$ cat src/include/sfd_detect_consts.vh
// Constants for the multi-rate frame delimiter detector.
// Assumes a single 25 MHz receive clock and a word-wide register bus.
//
// Overview of operation
// - Payload byte time is 64, 32, 16, 8, 4 us from 125k up to 2M.
// - 2M has 8-byte preamble, 2-byte delimiter; others 4 and 1; length 1.
// - Rate of a frame comes from which delimiter pattern was recognized.
// - Disable bits 7, 6, 5, 2 block 2M, 1M, 500k, 125k frames.
// - At 250k bit 4 blocks proprietary delimiter, bit 3 the standard one.
// - Preamble style bit 1: one optimized, zero legacy; resets to one.
// - 2M uses pattern one alone, or pattern one over six when optimized.
// - 1M uses pattern two alone, or pattern two over seven when optimized.
// - 500k uses pattern three alone in either preamble style.
// - 250k uses pattern four when proprietary, else fixed value A7.
// - 125k uses pattern five over pattern six as a 16-bit delimiter.
// - 2M, 500k, 250k always match exactly; legacy 1M matches exactly.
// - 125k: latest four nibbles match pattern in at least three positions.
// - 125k: five nonzero nibbles without a match give timeout and reset.
// - 1M: bytes aligned from first preamble byte; word of two newest bytes.
// - 1M tolerates one bit, one 2-bit burst, or two separate 2-bit bursts.
// - 1M: three octets unlike 0F without a match give timeout and reset.
// - Preamble style is offered outward so channel assessment can shorten.
`ifndef SFD_DETECT_CONSTS_VH
`define SFD_DETECT_CONSTS_VH

// Register indices; byte address is four times the index
`define REG_RATE_CONFIG 8'h36
`define REG_PAT1 8'h60
`define REG_PAT2 8'h61
`define REG_PAT3 8'h62
`define REG_PAT4 8'h63
`define REG_PAT5 8'h64
`define REG_PAT6 8'h65
`define REG_PAT7 8'h66
`define REG_STATUS 8'h70

// Reset values
`define RST_RATE_CONFIG 8'h03
`define RST_PAT1 8'h21
`define RST_PAT2 8'hF1
`define RST_PAT3 8'h3B
`define RST_PAT4 8'hE5
`define RST_PAT5 8'h4D
`define RST_PAT6 8'hA8
`define RST_PAT7 8'hC8

// Rate configuration bit positions
`define BIT_BLK_2M 7
`define BIT_BLK_1M 6
`define BIT_BLK_500K 5
`define BIT_BLK_250K_PROP 4
`define BIT_BLK_250K_STD 3
`define BIT_BLK_125K 2
`define BIT_OPT 1

// Fixed patterns
`define STD_DELIM 8'hA7
`define PRE_NIBBLE 4'h0
`define PRE_OCTET_1M 8'h0F

// Rate codes
`define RATE_125K 3'h0
`define RATE_250K 3'h1
`define RATE_500K 3'h2
`define RATE_1M 3'h3
`define RATE_2M 3'h4

// Timing
`define CLK_MHZ 25
`define BT_125K_US 64
`define BT_250K_US 32
`define BT_500K_US 16
`define BT_1M_US 8
`define BT_2M_US 4
`define BT_CYC(us) ((us) * `CLK_MHZ)
`define LEN_WAIT_BYTES 2

// Header length in byte times
`define PRE_BYTES_2M 4'h8
`define DLM_BYTES_2M 4'h2
`define PRE_BYTES 4'h4
`define DLM_BYTES 4'h1
`define LEN_BYTES 4'h1

`endif

$ cat src/rtl/burst_tolerant_match.v
// Approximate word compare tolerating short error bursts.
// Assumes both operands are stable in the cycle they are compared.
module burst_tolerant_match #(
  parameter WIDTH = 16
) (
  // Operands
  input wire [WIDTH-1:0] word_i,
  input wire [WIDTH-1:0] pattern_i,
  // Result
  output wire match_o
);

  wire [WIDTH-1:0] err;
  wire [WIDTH-1:0] pair_ok;
  reg [4:0] weight;
  integer i;

  assign err = word_i ^ pattern_i;

  // Each error bit has exactly one erroneous circular neighbour
  genvar g;
  generate
    for (g = 0; g < WIDTH; g = g + 1)
    begin : g_pair
      assign pair_ok[g] = ~err[g] |
        (err[(g + 1) % WIDTH] ^ err[(g + WIDTH - 1) % WIDTH]);
    end
  endgenerate

  always @*
  begin
    weight = 5'h00;
    for (i = 0; i < WIDTH; i = i + 1)
      weight = weight + {4'h0, err[i]};
  end

  // At most one error bit, or two or four error bits in 2-bit bursts
  assign match_o = (weight <= 5'h01) |
    ((&pair_ok) & ((weight == 5'h02) | (weight == 5'h04)));

endmodule // burst_tolerant_match

$ cat src/rtl/sfd_detect.v
// Multi-rate receive delimiter detector with register file.
// Assumes aligned demodulator nibbles and bytes, and a classic Wishbone master.
//
// Chosen here: the Wishbone register port.
`include "sfd_detect_consts.vh"

module sfd_detect (
  // Clock and reset
  input wire clk_i,
  input wire rst_i,
  // Wishbone slave
  input wire cyc_i,
  input wire stb_i,
  input wire we_i,
  input wire [9:0] adr_i,
  input wire [3:0] sel_i,
  input wire [31:0] dat_i,
  output reg [31:0] dat_o,
  output reg ack_o,
  // Demodulator
  input wire nib_valid_i,
  input wire [3:0] nib_i,
  input wire byte_valid_i,
  input wire [7:0] byte_i,
  // Frame receiver
  input wire frame_done_i,
  output reg sfd_found_o,
  output reg sfd_timeout_o,
  output reg [2:0] rate_o,
  output reg std_delim_o,
  output reg len_valid_o,
  output reg [7:0] len_o,
  output reg [3:0] hdr_bytes_o,
  output reg opt_preamble_o
);

  // ----------------------------------------
  // States
  // ----------------------------------------
  localparam [1:0] ST_SEARCH = 2'h0;
  localparam [1:0] ST_LEN = 2'h1;
  localparam [1:0] ST_FRAME = 2'h2;

  // ----------------------------------------
  // Helpers
  // ----------------------------------------
  function [2:0] nib_hits;
    input [15:0] a;
    input [15:0] b;
    begin
      nib_hits = {2'h0, a[15:12] == b[15:12]} + {2'h0, a[11:8] == b[11:8]} +
        {2'h0, a[7:4] == b[7:4]} + {2'h0, a[3:0] == b[3:0]};
    end
  endfunction

  function [11:0] byte_cycles;
    input [2:0] rate;
    reg [31:0] cyc;
    begin
      case (rate)
        `RATE_125K: cyc = `BT_CYC(`BT_125K_US);
        `RATE_250K: cyc = `BT_CYC(`BT_250K_US);
        `RATE_500K: cyc = `BT_CYC(`BT_500K_US);
        `RATE_1M: cyc = `BT_CYC(`BT_1M_US);
        default: cyc = `BT_CYC(`BT_2M_US);
      endcase
      byte_cycles = cyc[11:0];
    end
  endfunction

  // ----------------------------------------
  // Registers
  // ----------------------------------------
  reg [7:0] rate_config_q;
  reg [7:0] pat_q [1:7];
  reg [1:0] state_q;
  reg [15:0] nib_hist_q;
  reg [2:0] nib_cnt_q;
  reg [4:0] nib_nz_q;
  reg nib_armed_q;
  reg [23:0] byte_hist_q;
  reg [1:0] byte_cnt_q;
  reg [2:0] oct_bad_q;
  reg byte_armed_q;
  reg len_half_q;
  reg [11:0] wait_q;
  reg [1:0] wait_bytes_q;
  reg [7:0] adr_idx;
  reg [7:0] rd_data;
  integer k;

  wire blk_2m = rate_config_q[`BIT_BLK_2M];
  wire blk_1m = rate_config_q[`BIT_BLK_1M];
  wire blk_500k = rate_config_q[`BIT_BLK_500K];
  wire blk_250k_prop = rate_config_q[`BIT_BLK_250K_PROP];
  wire blk_250k_std = rate_config_q[`BIT_BLK_250K_STD];
  wire blk_125k = rate_config_q[`BIT_BLK_125K];
  wire opt = rate_config_q[`BIT_OPT];

  // ----------------------------------------
  // Register bus
  // ----------------------------------------
  wire bus_req = cyc_i & stb_i & ~ack_o;
  wire bus_wr = bus_req & we_i & sel_i[0];

  always @*
  begin
    adr_idx = adr_i[9:2];
    case (adr_idx)
      `REG_RATE_CONFIG: rd_data = rate_config_q;
      `REG_PAT1: rd_data = pat_q[1];
      `REG_PAT2: rd_data = pat_q[2];
      `REG_PAT3: rd_data = pat_q[3];
      `REG_PAT4: rd_data = pat_q[4];
      `REG_PAT5: rd_data = pat_q[5];
      `REG_PAT6: rd_data = pat_q[6];
      `REG_PAT7: rd_data = pat_q[7];
      `REG_STATUS: rd_data = {3'h0, state_q, rate_o};
      default: rd_data = 8'h00;
    endcase
  end

  always @(posedge clk_i)
  begin
    if (rst_i)
    begin
      ack_o <= 1'b0;
      dat_o <= 32'h00000000;
      rate_config_q <= `RST_RATE_CONFIG;
      pat_q[1] <= `RST_PAT1;
      pat_q[2] <= `RST_PAT2;
      pat_q[3] <= `RST_PAT3;
      pat_q[4] <= `RST_PAT4;
      pat_q[5] <= `RST_PAT5;
      pat_q[6] <= `RST_PAT6;
      pat_q[7] <= `RST_PAT7;
    end
    else
    begin
      ack_o <= bus_req;
      dat_o <= bus_req ? {24'h000000, rd_data} : 32'h00000000;
      if (bus_wr)
      begin
        if (adr_idx == `REG_RATE_CONFIG)
          rate_config_q <= dat_i[7:0];
        for (k = 1; k <= 7; k = k + 1)
          if (adr_idx == `REG_PAT1 + k[7:0] - 8'h01)
            pat_q[k] <= dat_i[7:0];
      end
    end
  end

  // ----------------------------------------
  // Delimiter matching
  // ----------------------------------------
  wire [15:0] word = byte_hist_q[15:0];
  wire [15:0] nib_word = nib_hist_q;
  wire word_ok = byte_cnt_q == 2'h2;
  wire tol_1m;

  burst_tolerant_match #(
    .WIDTH(16)
  ) u_tol_1m (
    .word_i(word),
    .pattern_i({pat_q[2], pat_q[7]}),
    .match_o(tol_1m)
  );

  wire hit_2m = ~blk_2m & (opt ? (word_ok & word == {pat_q[1], pat_q[6]})
    : (word[7:0] == pat_q[1]));
  wire hit_1m = ~blk_1m & (opt ? (word_ok & tol_1m) : (word[7:0] == pat_q[2]));
  wire hit_500k = ~blk_500k & (word[7:0] == pat_q[3]);
  wire hit_250p = ~blk_250k_prop & (word[7:0] == pat_q[4]);
  wire hit_250s = ~blk_250k_std & (word[7:0] == `STD_DELIM);
  wire hit_byte = hit_2m | hit_1m | hit_500k | hit_250p | hit_250s;
  wire hit_125k = ~blk_125k & (nib_cnt_q >= 3'h4) &
    (nib_hits(nib_word, {pat_q[5], pat_q[6]}) >= 3'h3);

  // Timeout terms look at the histories after the newest input
  wire to_125k = nib_armed_q & (&nib_nz_q) & (nib_cnt_q >= 3'h5) & ~hit_125k;
  wire to_1m = byte_armed_q & (&oct_bad_q) & ~hit_byte;

  // ----------------------------------------
  // Sample pulse alignment
  // ----------------------------------------
  reg nib_new_q;
  reg byte_new_q;

  always @(posedge clk_i)
  begin
    if (rst_i)
    begin
      nib_new_q <= 1'b0;
      byte_new_q <= 1'b0;
    end
    else
    begin
      nib_new_q <= nib_valid_i;
      byte_new_q <= byte_valid_i;
    end
  end

  // ----------------------------------------
  // Search, length and frame sequencing
  // ----------------------------------------
  always @(posedge clk_i)
  begin
    if (rst_i)
    begin
      state_q <= ST_SEARCH;
      nib_hist_q <= 16'h0000;
      nib_cnt_q <= 3'h0;
      nib_nz_q <= 5'h00;
      nib_armed_q <= 1'b0;
      byte_hist_q <= 24'h000000;
      byte_cnt_q <= 2'h0;
      oct_bad_q <= 3'h0;
      byte_armed_q <= 1'b0;
      len_half_q <= 1'b0;
      wait_q <= 12'h000;
      wait_bytes_q <= 2'h0;
      sfd_found_o <= 1'b0;
      sfd_timeout_o <= 1'b0;
      rate_o <= `RATE_250K;
      std_delim_o <= 1'b0;
      len_valid_o <= 1'b0;
      len_o <= 8'h00;
      hdr_bytes_o <= 4'h0;
      opt_preamble_o <= 1'b1;
    end
    else
    begin
      sfd_found_o <= 1'b0;
      sfd_timeout_o <= 1'b0;
      len_valid_o <= 1'b0;
      opt_preamble_o <= opt;
      case (state_q)
        ST_SEARCH:
        begin
          if (nib_valid_i)
          begin
            nib_hist_q <= {nib_hist_q[11:0], nib_i};
            nib_nz_q <= {nib_nz_q[3:0], nib_i != `PRE_NIBBLE};
            if (nib_cnt_q != 3'h5)
              nib_cnt_q <= nib_cnt_q + 3'h1;
            if (nib_i == `PRE_NIBBLE)
              nib_armed_q <= 1'b1;
          end
          if (byte_valid_i)
          begin
            byte_hist_q <= {byte_hist_q[15:0], byte_i};
            oct_bad_q <= {oct_bad_q[1:0], byte_i != `PRE_OCTET_1M};
            if (byte_cnt_q != 2'h2)
              byte_cnt_q <= byte_cnt_q + 2'h1;
            if (byte_i == `PRE_OCTET_1M)
              byte_armed_q <= 1'b1;
          end
          if (byte_new_q & hit_byte)
          begin
            sfd_found_o <= 1'b1;
            state_q <= ST_LEN;
            std_delim_o <= 1'b0;
            if (hit_2m)
              rate_o <= `RATE_2M;
            else if (hit_1m)
              rate_o <= `RATE_1M;
            else if (hit_500k)
              rate_o <= `RATE_500K;
            else
            begin
              rate_o <= `RATE_250K;
              std_delim_o <= ~hit_250p;
            end
            hdr_bytes_o <= hit_2m ? (`PRE_BYTES_2M + `DLM_BYTES_2M + `LEN_BYTES)
              : (`PRE_BYTES + `DLM_BYTES + `LEN_BYTES);
          end
          else if (nib_new_q & hit_125k)
          begin
            sfd_found_o <= 1'b1;
            state_q <= ST_LEN;
            rate_o <= `RATE_125K;
            std_delim_o <= 1'b0;
            hdr_bytes_o <= `PRE_BYTES + `DLM_BYTES + `LEN_BYTES;
          end
          else if ((nib_new_q & to_125k) | (byte_new_q & to_1m))
          begin
            sfd_timeout_o <= 1'b1;
            nib_cnt_q <= 3'h0;
            nib_nz_q <= 5'h00;
            nib_armed_q <= 1'b0;
            byte_cnt_q <= 2'h0;
            oct_bad_q <= 3'h0;
            byte_armed_q <= 1'b0;
          end
          wait_q <= 12'h000;
          wait_bytes_q <= 2'h0;
          len_half_q <= 1'b0;
        end
        ST_LEN:
        begin
          // Length arrives as one byte, or two nibbles high first at 125k
          if (rate_o == `RATE_125K)
          begin
            if (nib_valid_i)
            begin
              len_o <= {len_o[3:0], nib_i};
              len_half_q <= ~len_half_q;
              if (len_half_q)
              begin
                len_valid_o <= 1'b1;
                state_q <= ST_FRAME;
              end
            end
          end
          else if (byte_valid_i)
          begin
            len_o <= byte_i;
            len_valid_o <= 1'b1;
            state_q <= ST_FRAME;
          end
          // Give up if the length field does not arrive in time
          if (wait_q == byte_cycles(rate_o) - 12'h001)
          begin
            wait_q <= 12'h000;
            wait_bytes_q <= wait_bytes_q + 2'h1;
            if (wait_bytes_q == `LEN_WAIT_BYTES - 1)
              state_q <= ST_SEARCH;
          end
          else
            wait_q <= wait_q + 12'h001;
        end
        ST_FRAME:
        begin
          if (frame_done_i)
            state_q <= ST_SEARCH;
        end
        default:
          state_q <= ST_SEARCH;
      endcase
      // Clean histories whenever a new search begins
      if (state_q != ST_SEARCH)
      begin
        nib_cnt_q <= 3'h0;
        nib_nz_q <= 5'h00;
        nib_armed_q <= 1'b0;
        byte_cnt_q <= 2'h0;
        oct_bad_q <= 3'h0;
        byte_armed_q <= 1'b0;
        byte_hist_q <= 24'h000000;
        nib_hist_q <= 16'h0000;
      end
    end
  end

endmodule // sfd_detect
$ cat config.mk
export PLATFORM = sky130hd
export DESIGN_NAME = sfd_detect
export DESIGN_NICKNAME = d
export VERILOG_FILES = /design/src/rtl/burst_tolerant_match.v /design/src/rtl/sfd_detect.v
export VERILOG_INCLUDE_DIRS = /design/src /design/src/include
export SDC_FILE = /design/constraint.sdc
export NUM_CORES = 1
export LEC_CHECK = 0
export ABC_AREA = 1
export BUFFER_PORTS_ARGS = -buffer_cell sky130_fd_sc_hd__buf_2
export CAP_MARGIN = 20
export CELL_PAD_IN_SITES_DETAIL_PLACEMENT = 0
export CELL_PAD_IN_SITES_GLOBAL_PLACEMENT = 1
export CORE_ASPECT_RATIO = 2
export CORE_MARGIN = 2
export CORE_UTILIZATION = 43
export DETAILED_ROUTE_END_ITERATION = 8
export PLACE_DENSITY_LB_ADDON = 0.1
export SYNTH_ARGS = -nofsm -noshare
export SYNTH_HDL_FRONTEND = slang
export SYNTH_SLANG_ARGS = --single-unit
$ cat constraint.sdc
create_clock -name clk_i -period 7.1 [get_ports clk_i]
set_clock_uncertainty 0.15 [all_clocks]
set_input_delay 0.71 -clock clk_i [delete_from_list [all_inputs] [get_ports clk_i]]
set_output_delay 0.71 -clock clk_i [all_outputs]
set_load 0.02 [all_outputs]
* Word level (Yosys, flattened, before mapping)
Memories as Yosys holds them, arrays and structs flattened.
Cells that the tools add are included.
W data, S select, Z words.
** Word-level totals
- Flip-flop bits (word level) :: 127
- RAM bits :: 56
- Logic and storage cells :: 328
- Memories kept :: 1
** Memory list
- pat_q :: words 7, width 8, rd ports 7, clocked after memory_dff 0, write ports 7, line sfd_detect.v:75 : reg [7:0] pat_q [1:7];
** Cells by class
- Add/sub/neg operators :: 23
- Order comparisons :: 4
- Equal/unequal tests :: 39
- Muxes and demuxes :: 111
- Bitwise logic cells :: 100
- Reduce and logical (&&, ||, !) cells :: 24
** Operators by type and width (count)
- $mux W8 :: 10
- $pmux W8 S9 :: 1
- $add A5 B1 Y5 :: 14
- $eq A8 B7 Y1 const B :: 8
- $mux W1 :: 56
- $pmux W11 S4 :: 1
- $mux W12 :: 3
- $mux W3 :: 12
- $mux W2 :: 17
- $eq A8 B8 Y1 :: 4
- $not A1 Y1 :: 30
- $or A1 B1 Y1 :: 30
- $pmux W12 S2 :: 1
- $and A1 B1 Y1 :: 23
- $mux W5 :: 4
- $eq A16 B16 Y1 :: 1
- $eq A4 B4 Y1 :: 4
- $reduce_and A16 Y1 :: 1
- $xor A1 B1 Y1 :: 16
- $xor A16 B16 Y16 :: 1
- $add A12 B1 Y12 const B :: 1
- $eq A12 B12 Y1 :: 1
- $mux W4 :: 3
- $ne A2 B2 Y1 const B :: 6
- 33 further kinds :: 53

* Logic depth before layout (Yosys ltp)
Gate-level depths: netlist of the first run.
An unclocked memory read counts as a cell.
- Depth after elaboration :: 35
- Depth in mapped cells :: 33
- Gate-level depth less buffers :: 32

* Cells and area by module
Synthesis of the first run repeated with hierarchy kept, for this count alone.
** Second synthesis, totals
- Cells, all modules :: 1209
- Area, all modules :: 8946.1 µm²
** By module, submodules not included
- sfd_detect :: times used 1, cells an instance 996, area each 7855.0 µm², seq. area each 3703.6 µm²
- burst_tolerant_match :: times used 1, cells an instance 213, area each 1091.0 µm², seq. area each 0.0 µm²

* Worst setup path before layout of the first run
OpenSTA, ideal clock, no wires.
- Path type :: register to register
- From :: register byte_hist_q[0]
- To :: register rate_o[0]
- Arrival :: 5.206 ns
- Required time :: 6.833 ns
- Setup slack :: 1.627 ns
- Cell stages (with the launch flop) :: 34
- Path buffers :: 1
- Clock period less this slack :: 5.473 ns
- Path through :: dfxtp_1 -> buf_2 -> inv_2 -> nand2_1 -> nand2_1 -> inv_1 -> ha_1 -> inv_1 -> fa_1 -> inv_1 -> fa_1 -> fa_1 -> inv_1 -> fa_1 -> fa_1 -> inv_1 -> fa_1 -> or2_2 -> nand3_1 -> nand3_1 -> nor2_1 -> nand2_1 -> nor2_1 -> nand2_1 -> nand2_1 -> nand2_1 -> nand2_1 -> nand2_2 -> nand4_2 -> nand2_2 -> nand2_1 -> nand2_2 -> a21oi_1 -> nand2_1
** Between the ends
- Longest elaborated chain between the ends :: 30
- Elaborated cells between the ends (all ways) :: 55
- Those cells by class :: add/sub (15); order compare (1); eq/ne (8); mux (6); bitwise (22); reduce/logical (3)
** RTL lines
- from (decl) :: line sfd_detect.v:81 : reg [23:0] byte_hist_q;
- from (signal assigned) :: line sfd_detect.v:251 : byte_hist_q <= {byte_hist_q[15:0], byte_i};
- $xor A16 B16 Y16 :: line burst_tolerant_match.v:18 : assign err = word_i ^ pattern_i;
- $add A1 B1 Y2 :: line burst_tolerant_match.v:34 : weight = weight + {4'h0, err[i]};
- $add A5 B1 Y5 (14 in a row) :: line burst_tolerant_match.v:34
- $eq A5 B2 Y1 / $eq A5 B3 Y1 (equally long branches) :: line burst_tolerant_match.v:39 : ((&pair_ok) & ((weight == 5'h02) | (weight == 5'h04)));
- $or A1 B1 Y1 :: line burst_tolerant_match.v:39
- $and A1 B1 Y1 :: line burst_tolerant_match.v:39
- $or A1 B1 Y1 :: line burst_tolerant_match.v:38 : assign match_o = (weight <= 5'h01) |
- $and A1 B1 Y1 :: line sfd_detect.v:171 : wire hit_1m = ~blk_1m & (opt ? (word_ok & tol_1m) : (word[7:0] == pat_q[2]));
- $mux W1 :: line sfd_detect.v:171
- $and A1 B1 Y1 :: line sfd_detect.v:171
- $or A1 B1 Y1 (4 in a row) :: line sfd_detect.v:175 : wire hit_byte = hit_2m | hit_1m | hit_500k | hit_250p | hit_250s;
- $and A1 B1 Y1 :: line sfd_detect.v:258 : if (byte_new_q & hit_byte)
- $reduce_bool A2 Y1 (no source line)
- $reduce_and A2 Y1 (no source line)
- to (signal assigned) :: line sfd_detect.v:264 : rate_o <= `RATE_2M;
- to (signal assigned) :: line sfd_detect.v:266 : rate_o <= `RATE_1M;
- to (signal assigned) :: line sfd_detect.v:268 : rate_o <= `RATE_500K;
- to (decl) :: line sfd_detect.v:29 : output reg [2:0] rate_o,
Parallel ways exist; a longest one is shown, timed or not.
A chain may end at the register's enable or synchronous reset.

* Final worst setup path of the first run
- From :: register byte_hist_q[1]
- To :: register rate_o[0]
The elaborated chain is that of the path after synthesis.

==> results.yml, run 1 <==
routing:
  drc: 0
  wl_per_cell_um: 19.64
  ant_nets: 0
  dr.first_iter.drc_count: 453
  total_wirelength_of_the_detailed_routed_design_um: 28740
  via_per_inst: 5.334
  drt_pass1_iterations: 5
  dr_total_vias: 7804
clocking:
  clock_tree.htree_level_count: 4
  clock_tree_from_tritoncts: "built"
  maximum_count_of_clock_buffers_along_a_single_path: 2
  cts_num_sinks: 157
  post_cts_resized: 0
  post_cts.repair.setup_buffers: 0
  insertion_delay_ps: 440
  hold_buffers: 0
  clk_root_buffer_cell: "clkbuf_16"
  cts_clk_pin_slew_worst_paths_ps: 60
  cts-buffers-inserted: 17
min_path:
  worstHoldPathCells: 2
  timing.hold.worst.start: "len_o[4]$_SDFFE_PP0P_"
  min_to: "len_o[4]$_SDFFE_PP0P_"
  hold_path_class: "flop to flop"
die:
  core.rowCount: 74
  die_area_mm2: 0.02165
  dieHeight_um: 206.1
  die_x_um: 105.0
  initial_core_util: 0.4330
  ios: 119
  coreArea_mm2: 0.02028
placed_design:
  place.detailed.hpwl_um: 22620
  placement.setup.worst_slack_ps: 962.2
  dpl_cell_area_mm2: 0.009263
  dp_cells: 1432
  gp_congestion: 0.9897
  buffer_ports.inserted: 65
setup_path:
  reg2reg_setup_slack_ps: 920
  timing.critical_path.fanout_max: 6
  timing.critical_path.required_ps: 7280
  path_class: "flop to flop"
  setup.worst_path.start_class: "flop"
  arrival_ps: 6350
  crit_path_frequent_cell: "nand2_1"
  slowest_delay_ps: 600
  critical_path.reg2reg.endpoint: "rate_o[0]$_SDFFE_PP1P_"
  endpoint_kind: "flop"
  critical_path.slowest_cell: "dfxtp_1"
  worst_r2r_startpoint: "byte_hist_q[1]$_SDFFE_PP0P_"
  reg2regPathDepth: 31
global_route:
  grt_pass1_vias: 7588
  wire_length_of_the_first_global_routing_pass_um: 43190
  grt_start_max_net_pins: 35
  grt_remaining_overflow: 0
  number_of_antenna_violations_at_the_first_check_in_global_routing: 0
  global_route.usage.total: 0.2711
power:
  leakage_power_summed_over_all_cells_nw: 4.184
  peak_supply_drop_v: 0.0003324
  power-per-cell-area_mw_per_mm2: 323.6
  report.power.total_mw: 3.193
sta:
  rsz0062_at_grt: "false"
  holdWs_ps: 312.8
  setup_ws_ps: 923.8
  worstMarginPinSlew_ps: 1076
  fmaxAchievable_mhz: 161.9
  fin_crit_sh: 0.8699
  setup_total_negative_slack_ps: 0
  report.final.hold_viol_count: 0
  drv_slew: 0
  setup_viol: 0
  final.min_clock_period_ps: 6176
  slew_headroom: 0.2799
synthesis:
  asyncSetResetFlopFracSynth: 0
  netlist_area_mm2: 0.008781
  synth-seq-area-share: 0.4218
  syn-mean-instance-area_um2: 7.833
  yosys_warnings: 0
  number_of_enable_type_register_cells_in_the_synthesized_netlist: 56
  synth.ff_latch_count: 157
  synth_cell_type_count: 57
  syn_inst: 1121
  postSynth.topFlopCell: "dfxtp_1"
finish:
  most-common-layout-cells: "224 x nand2_1, 150 x inv_1, 143 x nor2_1"
  instances_no_fill: 1463
  areaGrowthSynthToFinish_pct: 12.35
  antennaDiodeCount: 0
  seq_area_mm2: 0.003704
  proportion_of_layout_cells_with_a_drive_suffix_above_1: 0.1228
  postLayoutCellArea_mm2: 0.009866
  layout_commonest_cell: "nand2_1"
  final_nets: 1276
  multi_input_area_mm2: 0.004207
  final.fill_count: 2078
  final_core_occ: 0.4865
status:
  run_status: "finished, final reports clean"
job:
  cap_violations: 0
==> cells by family (layout without fill, tap and decap cells) <==
logic type,after synthesis,after routing,synth area share
AND/OR/NAND/NOR,468,468,0.2328
buffers and inverters,215,268,0.1093
AO/OA/AOI/OAI,210,210,0.1455
flip-flops,157,157,0.4218
XOR/XNOR,43,43,0.04289
adder cells (fa/ha/maj),25,25,0.04503
multiplexers,2,2,0.002280
other,1,24,0.0004271
==> layer usage <==
layer,part of all wire,routed length [um],vias up,global-route usage
met5,0,0,-,0
met4,0.078,2244,0,0.2043
met3,0.038,1101,110,0.04005
met2,0.55,15820,252,0.5230
met1,0.33,9570,3676,0.2512
li1,-,-,3766,-
==> worst max-delay path, delay by kind of cell (launching register included) <==
| kind | cells | cell delay [ps] |
|---|---|---|
| DFF | 1 | 600 |
| and+or+nand+nor | 18 | 1810 |
| AOI/OAI and AO/OA | 1 | 140 |
| buffers and inverters | 5 | 310 |
| adders and majority gates | 7 | 3070 |
==> power by group <==
part | leakage (nW) | switching, mW | internal [mW]
Clock | 0.299 | 0.380 | 0.570
Combinational | 2.56 | 0.708 | 0.421
Sequential | 1.32 | 0.100 | 1.01
Total | 4.18 | 1.19 | 2.00
==> cell type report <==
class                           count  share of cell area
Clock buffer                       23             0.05073
Clock inverter                      8             0.01040
Timing Repair Buffer               76             0.04134
Inverter                          161             0.06202
Tap cell                          266             0.03373
Sequential cell                   157              0.3754
Multi-Input combinational cell    772              0.4264
==> Yosys cell counts (4+ instances only) <==
cell type  count  area [um^2]
xor2_1        30        262.8
a211oi_1      18        135.1
o22ai_1       20        125.1
o32ai_1        4        35.03
a21oi_1       54        270.3
a31oi_1        5        31.28
xnor2_1       13        113.9
inv_1        150        563.0
dfxtp_1      101         2022
o211ai_1       4        30.03
o21ai_0       68        340.3
nor3_1        12        60.06
ha_1          14        175.2
nor2_1       144        540.5
nand3_1       30        150.1
a221oi_1      13        113.9
nand4_1        6        37.54
o221ai_1       4        35.03
nand2_1      224        840.8
buf_4         29        217.7
clkbuf_1      18        67.56
inv_2          6        22.52
fa_1          11        220.2
buf_2          4        20.02
nor4_1        13        81.33
nor2_4        10        112.6
or2_2          7        43.79
edfxtp_1      56         1682
a41oi_1        5        43.79
nand2_2        6        37.54
==> registers in the layout, indices dropped and copies added (netlist names), 3 cells and up <==
signal	cells
byte_hist_q	16
dat_o	8
hdr_bytes_o	3
len_o	8
nib_cnt_q	3
nib_hist_q	16
nib_nz_q	5
oct_bad_q	3
pat_q	56
rate_config_q	8
wait_q	12
==> worst max path at each step <==
stage                                 from  slack, ps                       end
6_report       byte_hist_q[1]$_SDFFE_PP0P_        920    rate_o[0]$_SDFFE_PP1P_
5_1_grt        byte_hist_q[1]$_SDFFE_PP0P_        560    rate_o[0]$_SDFFE_PP1P_
4_1_cts        byte_hist_q[0]$_SDFFE_PP0P_        950    rate_o[0]$_SDFFE_PP1P_
3_5_place_dp   byte_hist_q[1]$_SDFFE_PP0P_        960  nib_armed_q$_SDFFE_PP0P_
3_3_place_gp   byte_hist_q[1]$_SDFFE_PP0P_       1060    rate_o[0]$_SDFFE_PP1P_
2_1_floorplan  byte_hist_q[0]$_SDFFE_PP0P_       1630    rate_o[0]$_SDFFE_PP1P_
(Power assumes the default switching activity.)
==> inputs of run 2 (changes only) <==
- CORE_UTILIZATION: 43 -> 40
==> run 2 against run 1 <==
  * Worst hold slack lost 5.0 ps
  * Total power shrank 1.5%
  * Register-to-register slack lost 40 ps
  * Final cell count grew 0.68%
  * Combinational power is essentially flat
  * Design area grew 0.10%
  * Clock power shrank 2.6%
  * Sequential share of layout area is essentially flat
==> results.yml, run 2 (synthesis gave the netlist of run 1 again) <==
status:
  run_status: "finished, final reports clean"
sta:
  worstMarginPinSlew_ps: 1043
  fin_crit_sh: 0.8754
  slew_headroom: 0.3024
  final.min_clock_period_ps: 6215
  drv_slew: 0
  rsz0062_at_grt: "false"
  fmaxAchievable_mhz: 160.9
  report.final.hold_viol_count: 0
  setup_total_negative_slack_ps: 0
  setup_viol: 0
clocking:
  cts-buffers-inserted: 17
  cts_clk_pin_slew_worst_paths_ps: 60
  maximum_count_of_clock_buffers_along_a_single_path: 2
  insertion_delay_ps: 440
  clock_tree_from_tritoncts: "built"
  clk_root_buffer_cell: "clkbuf_16"
  cts_num_sinks: 157
  post_cts.repair.setup_buffers: 0
  hold_buffers: 0
  clock_tree.htree_level_count: 4
  post_cts_resized: 0
setup_path:
  setup.worst_path.start_class: "flop"
  crit_path_start: "byte_hist_q[0]$_SDFFE_PP0P_"
  worstSetupEndpoint: "rate_o[0]$_SDFFE_PP1P_"
  arrival_ps: 6400
  crit_path_frequent_cell: "nand2_1"
  critical_path.reg2reg.endpoint: "rate_o[0]$_SDFFE_PP1P_"
  endpoint_kind: "flop"
  path_class: "flop to flop"
  reg2regPathDepth: 32
  timing.critical_path.required_ps: 7280
  worst_r2r_startpoint: "byte_hist_q[0]$_SDFFE_PP0P_"
  critical_path.slowest_cell: "fa_1"
  reg2reg_setup_slack_ps: 880
  slowest_delay_ps: 580
  timing.critical_path.fanout_max: 8
power:
  p_switching_mw: 1.173
  leakage_power_summed_over_all_cells_nw: 4.191
  power-per-cell-area_mw_per_mm2: 318.6
  internal-power_mw: 1.973
  p_sw_frac: 0.3729
  peak_supply_drop_v: 0.0005037
  power.sequential.fraction: 0.353
  power.clock.fraction: 0.294
  gate_power_share: 0.354
min_path:
  hold_path_class: "flop to flop"
  worstHoldPathCells: 2
die:
  initial_core_util: 0.4068
  die_area_mm2: 0.02323
  ios: 119
  dieHeight_um: 213.5
  coreArea_mm2: 0.02159
  core.rowCount: 76
  die_x_um: 108.8
finish:
  reg.largest.list: "pat_q x56, byte_hist_q x16, nib_hist_q x16"
  areaGrowthSynthToFinish_pct: 12.47
  most-common-layout-cells: "224 x nand2_1, 150 x inv_1, 143 x nor2_1"
  layout_commonest_cell: "nand2_1"
  postLayoutCellArea_mm2: 0.009876
  antennaDiodeCount: 0
  final_nets: 1278
  registers.top_by_ff_count: "pat_q"
  proportion_of_layout_cells_with_a_drive_suffix_above_1: 0.1258
  number_of_flip_flops_in_the_largest_register: 56
routing:
  dr_total_vias: 7712
  drt_pass1_iterations: 8
  wl_per_cell_um: 19.68
  total_wirelength_of_the_detailed_routed_design_um: 28990
  drc: 0
  via_per_inst: 5.236
  dr.first_iter.drc_count: 414
  ant_nets: 0
global_route:
  grt_start_max_net_pins: 36
  wire_length_of_the_first_global_routing_pass_um: 43290
  grt_pass1_vias: 7553
  global_route.usage.total: 0.2596
  grt_remaining_overflow: 0
  number_of_antenna_violations_at_the_first_check_in_global_routing: 0
placed_design:
  dpl_cell_area_mm2: 0.009286
  buffer_ports.inserted: 65
  place.detailed.hpwl_um: 22940
  gp_congestion: 0.9422
job:
  cap_violations: 0
-- run 2: cell count changes in the layout (fill, tap and decap cells not counted) --
| cell | previous run | this run |
|---|---|---|
| clkbuf_8 | 1 | 4 |
| buf_4 | 11 | 13 |
| inv_4 | 4 | 6 |
| inv_6 | 3 | 1 |
| bufinv_16 | 2 | 1 |
| clkbuf_1 | 3 | 2 |
| clkbuf_16 | 19 | 18 |
| clkinv_4 | 0 | 1 |
-- run 2: layout make-up --
class | count | area [um^2]
well taps | 273 | 341.6
clock buffers | 24 | 513.0
clock inverters | 8 | 76.32
multi-input cells | 772 | 4207
fillers | 2233 | 11710
repair buffers | 78 | 422.9
inverters | 161 | 611.8
flip-flops and latches | 157 | 3704
-- run 2: routing by layer --
metal	up-vias	share of wire	track usage	routed length, um
met1	3601	0.34	0.2446	9835
met3	107	0.032	0.03617	937
met2	218	0.54	0.4851	15800
met5	-	0	0	0
met4	0	0.084	0.2082	2421
li1	3786	-	-	-
-- run 2: how the worst min path moves through the flow --
| stage | startpoint | end |
|---|---|---|
| floorplan | wait_bytes_q[0]$_SDFFE_PP0P_ | wait_bytes_q[0]$_SDFFE_PP0P_ |
| global placement | hdr_bytes_o[1]$_SDFFE_PP0P_ | hdr_bytes_o[1]$_SDFFE_PP0P_ |
| detailed placement | len_o[4]$_SDFFE_PP0P_ | len_o[4]$_SDFFE_PP0P_ |
| CTS | wait_bytes_q[1]$_SDFFE_PP0P_ | wait_bytes_q[1]$_SDFFE_PP0P_ |
| global route | len_o[4]$_SDFFE_PP0P_ | len_o[4]$_SDFFE_PP0P_ |
| finish | hdr_bytes_o[1]$_SDFFE_PP0P_ | hdr_bytes_o[1]$_SDFFE_PP0P_ |
-- run 2: through the flow --
stage	hold WS, ps	utilization	setup slack [ps]	cells	power [mW]
floorplan	282.8	-	1627	1144	1.945
global placement	294.0	0.4302	923.1	1441	2.225
detailed placement	300.2	0.4302	856.5	1441	2.253
CTS	312.3	0.4575	848.0	1473	3.176
global route	332.1	0.4575	348.3	1473	3.378
finish	307.8	0.4575	884.5	1473	3.146
-- run 2: power by group through the flow --
stage,logic [mW],registers (mW),clock network (mW)
floorplan,0.849,1.10,0
global placement,1.10,1.13,0
detailed placement,1.12,1.13,0
CTS,1.13,1.11,0.935
global route,1.29,1.12,0.971
finish,1.11,1.11,0.924
-- run 2: worst max-delay path, delay by kind of cell, from the launching register on --
kind	cells	cell delay (ps)
adders and majority gates	7	3020
and+or+nand+nor	18	1760
buffers and inverters	6	570
DFF	1	440
AOI/OAI and AO/OA	1	160
==> inputs of run 3 (changes only) <==
- CTS_CLUSTER_DIAMETER: not set -> 50
- clock period: 7.1 -> 7.3 ns (I/O delays scaled with it)
==> run 3 against run 2 <==
  * Sequential share of layout area about the same
  * Sequential power is essentially flat
  * Largest cell class unchanged
  * Critical path depth is the same
  * Wire length fell by 0.85%
  * Largest power group unchanged
  * Count of clock-buffer cells in the layout shrank 3
  * Sequential cell count stayed put
  * Via count is 0.12% lower
==> results.yml, run 3 (synthesis gave the netlist of run 1 again) <==
die:
  initial_core_util: 0.4068
  coreArea_mm2: 0.02159
  ios: 119
  core.rowCount: 76
  dieHeight_um: 213.5
  die_area_mm2: 0.02323
  die_x_um: 108.8
clocking:
  hold_buffers: 0
  maximum_count_of_clock_buffers_along_a_single_path: 2
  post_cts.repair.setup_buffers: 0
  insertion_delay_ps: 450
  clock_tree_from_tritoncts: "built"
  cts-buffers-inserted: 17
  post_cts_resized: 0
  clock_tree.htree_level_count: 4
  clk_root_buffer_cell: "clkbuf_16"
  cts_clk_pin_slew_worst_paths_ps: 60
  cts_num_sinks: 157
sta:
  setup_ws_ps: 1115
  final.min_clock_period_ps: 6185
  fmaxAchievable_mhz: 161.7
  rsz0062_at_grt: "false"
  drv_slew: 0
  report.final.hold_viol_count: 0
  setup_viol: 0
  slew_headroom: 0.2729
  setup_total_negative_slack_ps: 0
  worstMarginPinSlew_ps: 1087
  fin_crit_sh: 0.8473
power:
  p_sw_frac: 0.3729
  leakage_power_summed_over_all_cells_nw: 4.190
  p_switching_mw: 1.144
  peak_supply_drop_v: 0.0005081
  report.power.total_mw: 3.069
  power.sequential.fraction: 0.353
  power-per-cell-area_mw_per_mm2: 310.5
  power.clock.fraction: 0.300
  gate_power_share: 0.346
  internal-power_mw: 1.924
min_path:
  hold_path_class: "flop to flop"
routing:
  drc: 0
  dr_total_vias: 7703
  wl_per_cell_um: 19.51
  dr.first_iter.drc_count: 371
  highest_layer: "met4"
  met3_length_um: 1081
  ant_nets: 0
  total_wirelength_of_the_detailed_routed_design_um: 28740
  route.layer.met1.wl_um: 9655
  drt_pass1_iterations: 5
  wl_met2_um: 15860
  via_per_inst: 5.229
setup_path:
  setup.worst_path.start_class: "flop"
  path_delay_family: "adder cells"
  arrival_ps: 6370
  endpoint_kind: "flop"
  total_buffers_and_inverters_traversed_by_the_critical_path: 6
  slowest_delay_ps: 590
  timing.critical_path.required_ps: 7490
  crit_path_frequent_cell: "nand2_1"
  path_class: "flop to flop"
  critical_path.slowest_cell: "fa_1"
  timing.critical_path.fanout_max: 8
finish:
  registers.top_by_ff_count: "pat_q"
  areaGrowthSynthToFinish_pct: 12.57
  layout_commonest_cell: "nand2_1"
  antennaDiodeCount: 0
  final.fill_count: 2219
  proportion_of_layout_cells_with_a_drive_suffix_above_1: 0.1258
  final_nets: 1278
  number_of_flip_flops_in_the_largest_register: 56
  reg.largest.list: "pat_q x56, byte_hist_q x16, nib_hist_q x16"
  most-common-layout-cells: "224 x nand2_1, 150 x inv_1, 143 x nor2_1"
global_route:
  grt_pass1_vias: 7525
  grt_start_max_net_pins: 36
  wire_length_of_the_first_global_routing_pass_um: 43200
  grt_remaining_overflow: 0
  global_route.usage.total: 0.2591
  number_of_antenna_violations_at_the_first_check_in_global_routing: 0
placed_design:
  place.detailed.hpwl_um: 22790
  placement.setup.worst_slack_ps: 1079
  gp_congestion: 0.9499
  buffer_ports.inserted: 65
status:
  run_status: "finished, final reports clean"
job:
  cap_violations: 0
-- run 3: worst register-to-register path: cells and delay by family, from the launching register on --
family	cells	cell delay, ps
adder cells (fa/ha/maj)	7	3020
AND/OR/NAND/NOR	18	1720
buffers and inverters	6	590
flip-flops	1	450
AO/OA/AOI/OAI	1	150
-- run 3: cell type report --
class | count | area (um^2) | area share
multi-input combinational | 772 | 4207 | 0.4256
clock inverter | 11 | 126.4 | 0.01278
tap | 273 | 341.6 | 0.03456
clock buffer | 21 | 471.7 | 0.04772
sequential | 157 | 3704 | 0.3747
inverter | 161 | 611.8 | 0.06190
timing repair buffer | 78 | 422.9 | 0.04278
-- run 3: metrics by stage --
step                      area [um^2]  utilization  hold WS (ps)  std cells
final                            9884       0.4579         310.1       1473
after global placement           9286       0.4302         289.9       1441
after CTS                        9884       0.4579         311.1       1473
after floorplan                  8867            -         282.8       1144
after detailed placement         9286       0.4302         295.4       1441
after global routing             9884       0.4579         334.4       1473
-- run 3: metal layers --
layer,GRT usage,vias to the layer above
met5,0,-
met3,0.04650,90
met2,0.4892,217
li1,-,3779
met1,0.2448,3617
met4,0.1808,0
-- run 3: power groups by stage --
stage          sequential (mW)  combinational, mW  clock, mW
2_1_floorplan             1.07              0.826          0
3_3_place_gp              1.10               1.06          0
3_5_place_dp              1.10               1.08          0
4_1_cts                   1.08               1.08      0.933
5_1_grt                   1.09               1.24      0.968
6_report                  1.08               1.06      0.922
-- run 3: final timing paths --
| check | start | to | slack (ps) | cells after the start |
|---|---|---|---|---|
| hold reg to reg | hdr_bytes_o[1]$_SDFFE_PP0P_ | hdr_bytes_o[1]$_SDFFE_PP0P_ | 310 | 2 |
| setup / recovery | byte_hist_q[0]$_SDFFE_PP0P_ | rate_o[0]$_SDFFE_PP1P_ | 1120 | 32 |
| hold / removal | hdr_bytes_o[1]$_SDFFE_PP0P_ | hdr_bytes_o[1]$_SDFFE_PP0P_ | 310 | 2 |
| setup reg to reg | byte_hist_q[0]$_SDFFE_PP0P_ | rate_o[0]$_SDFFE_PP1P_ | 1120 | 32 |
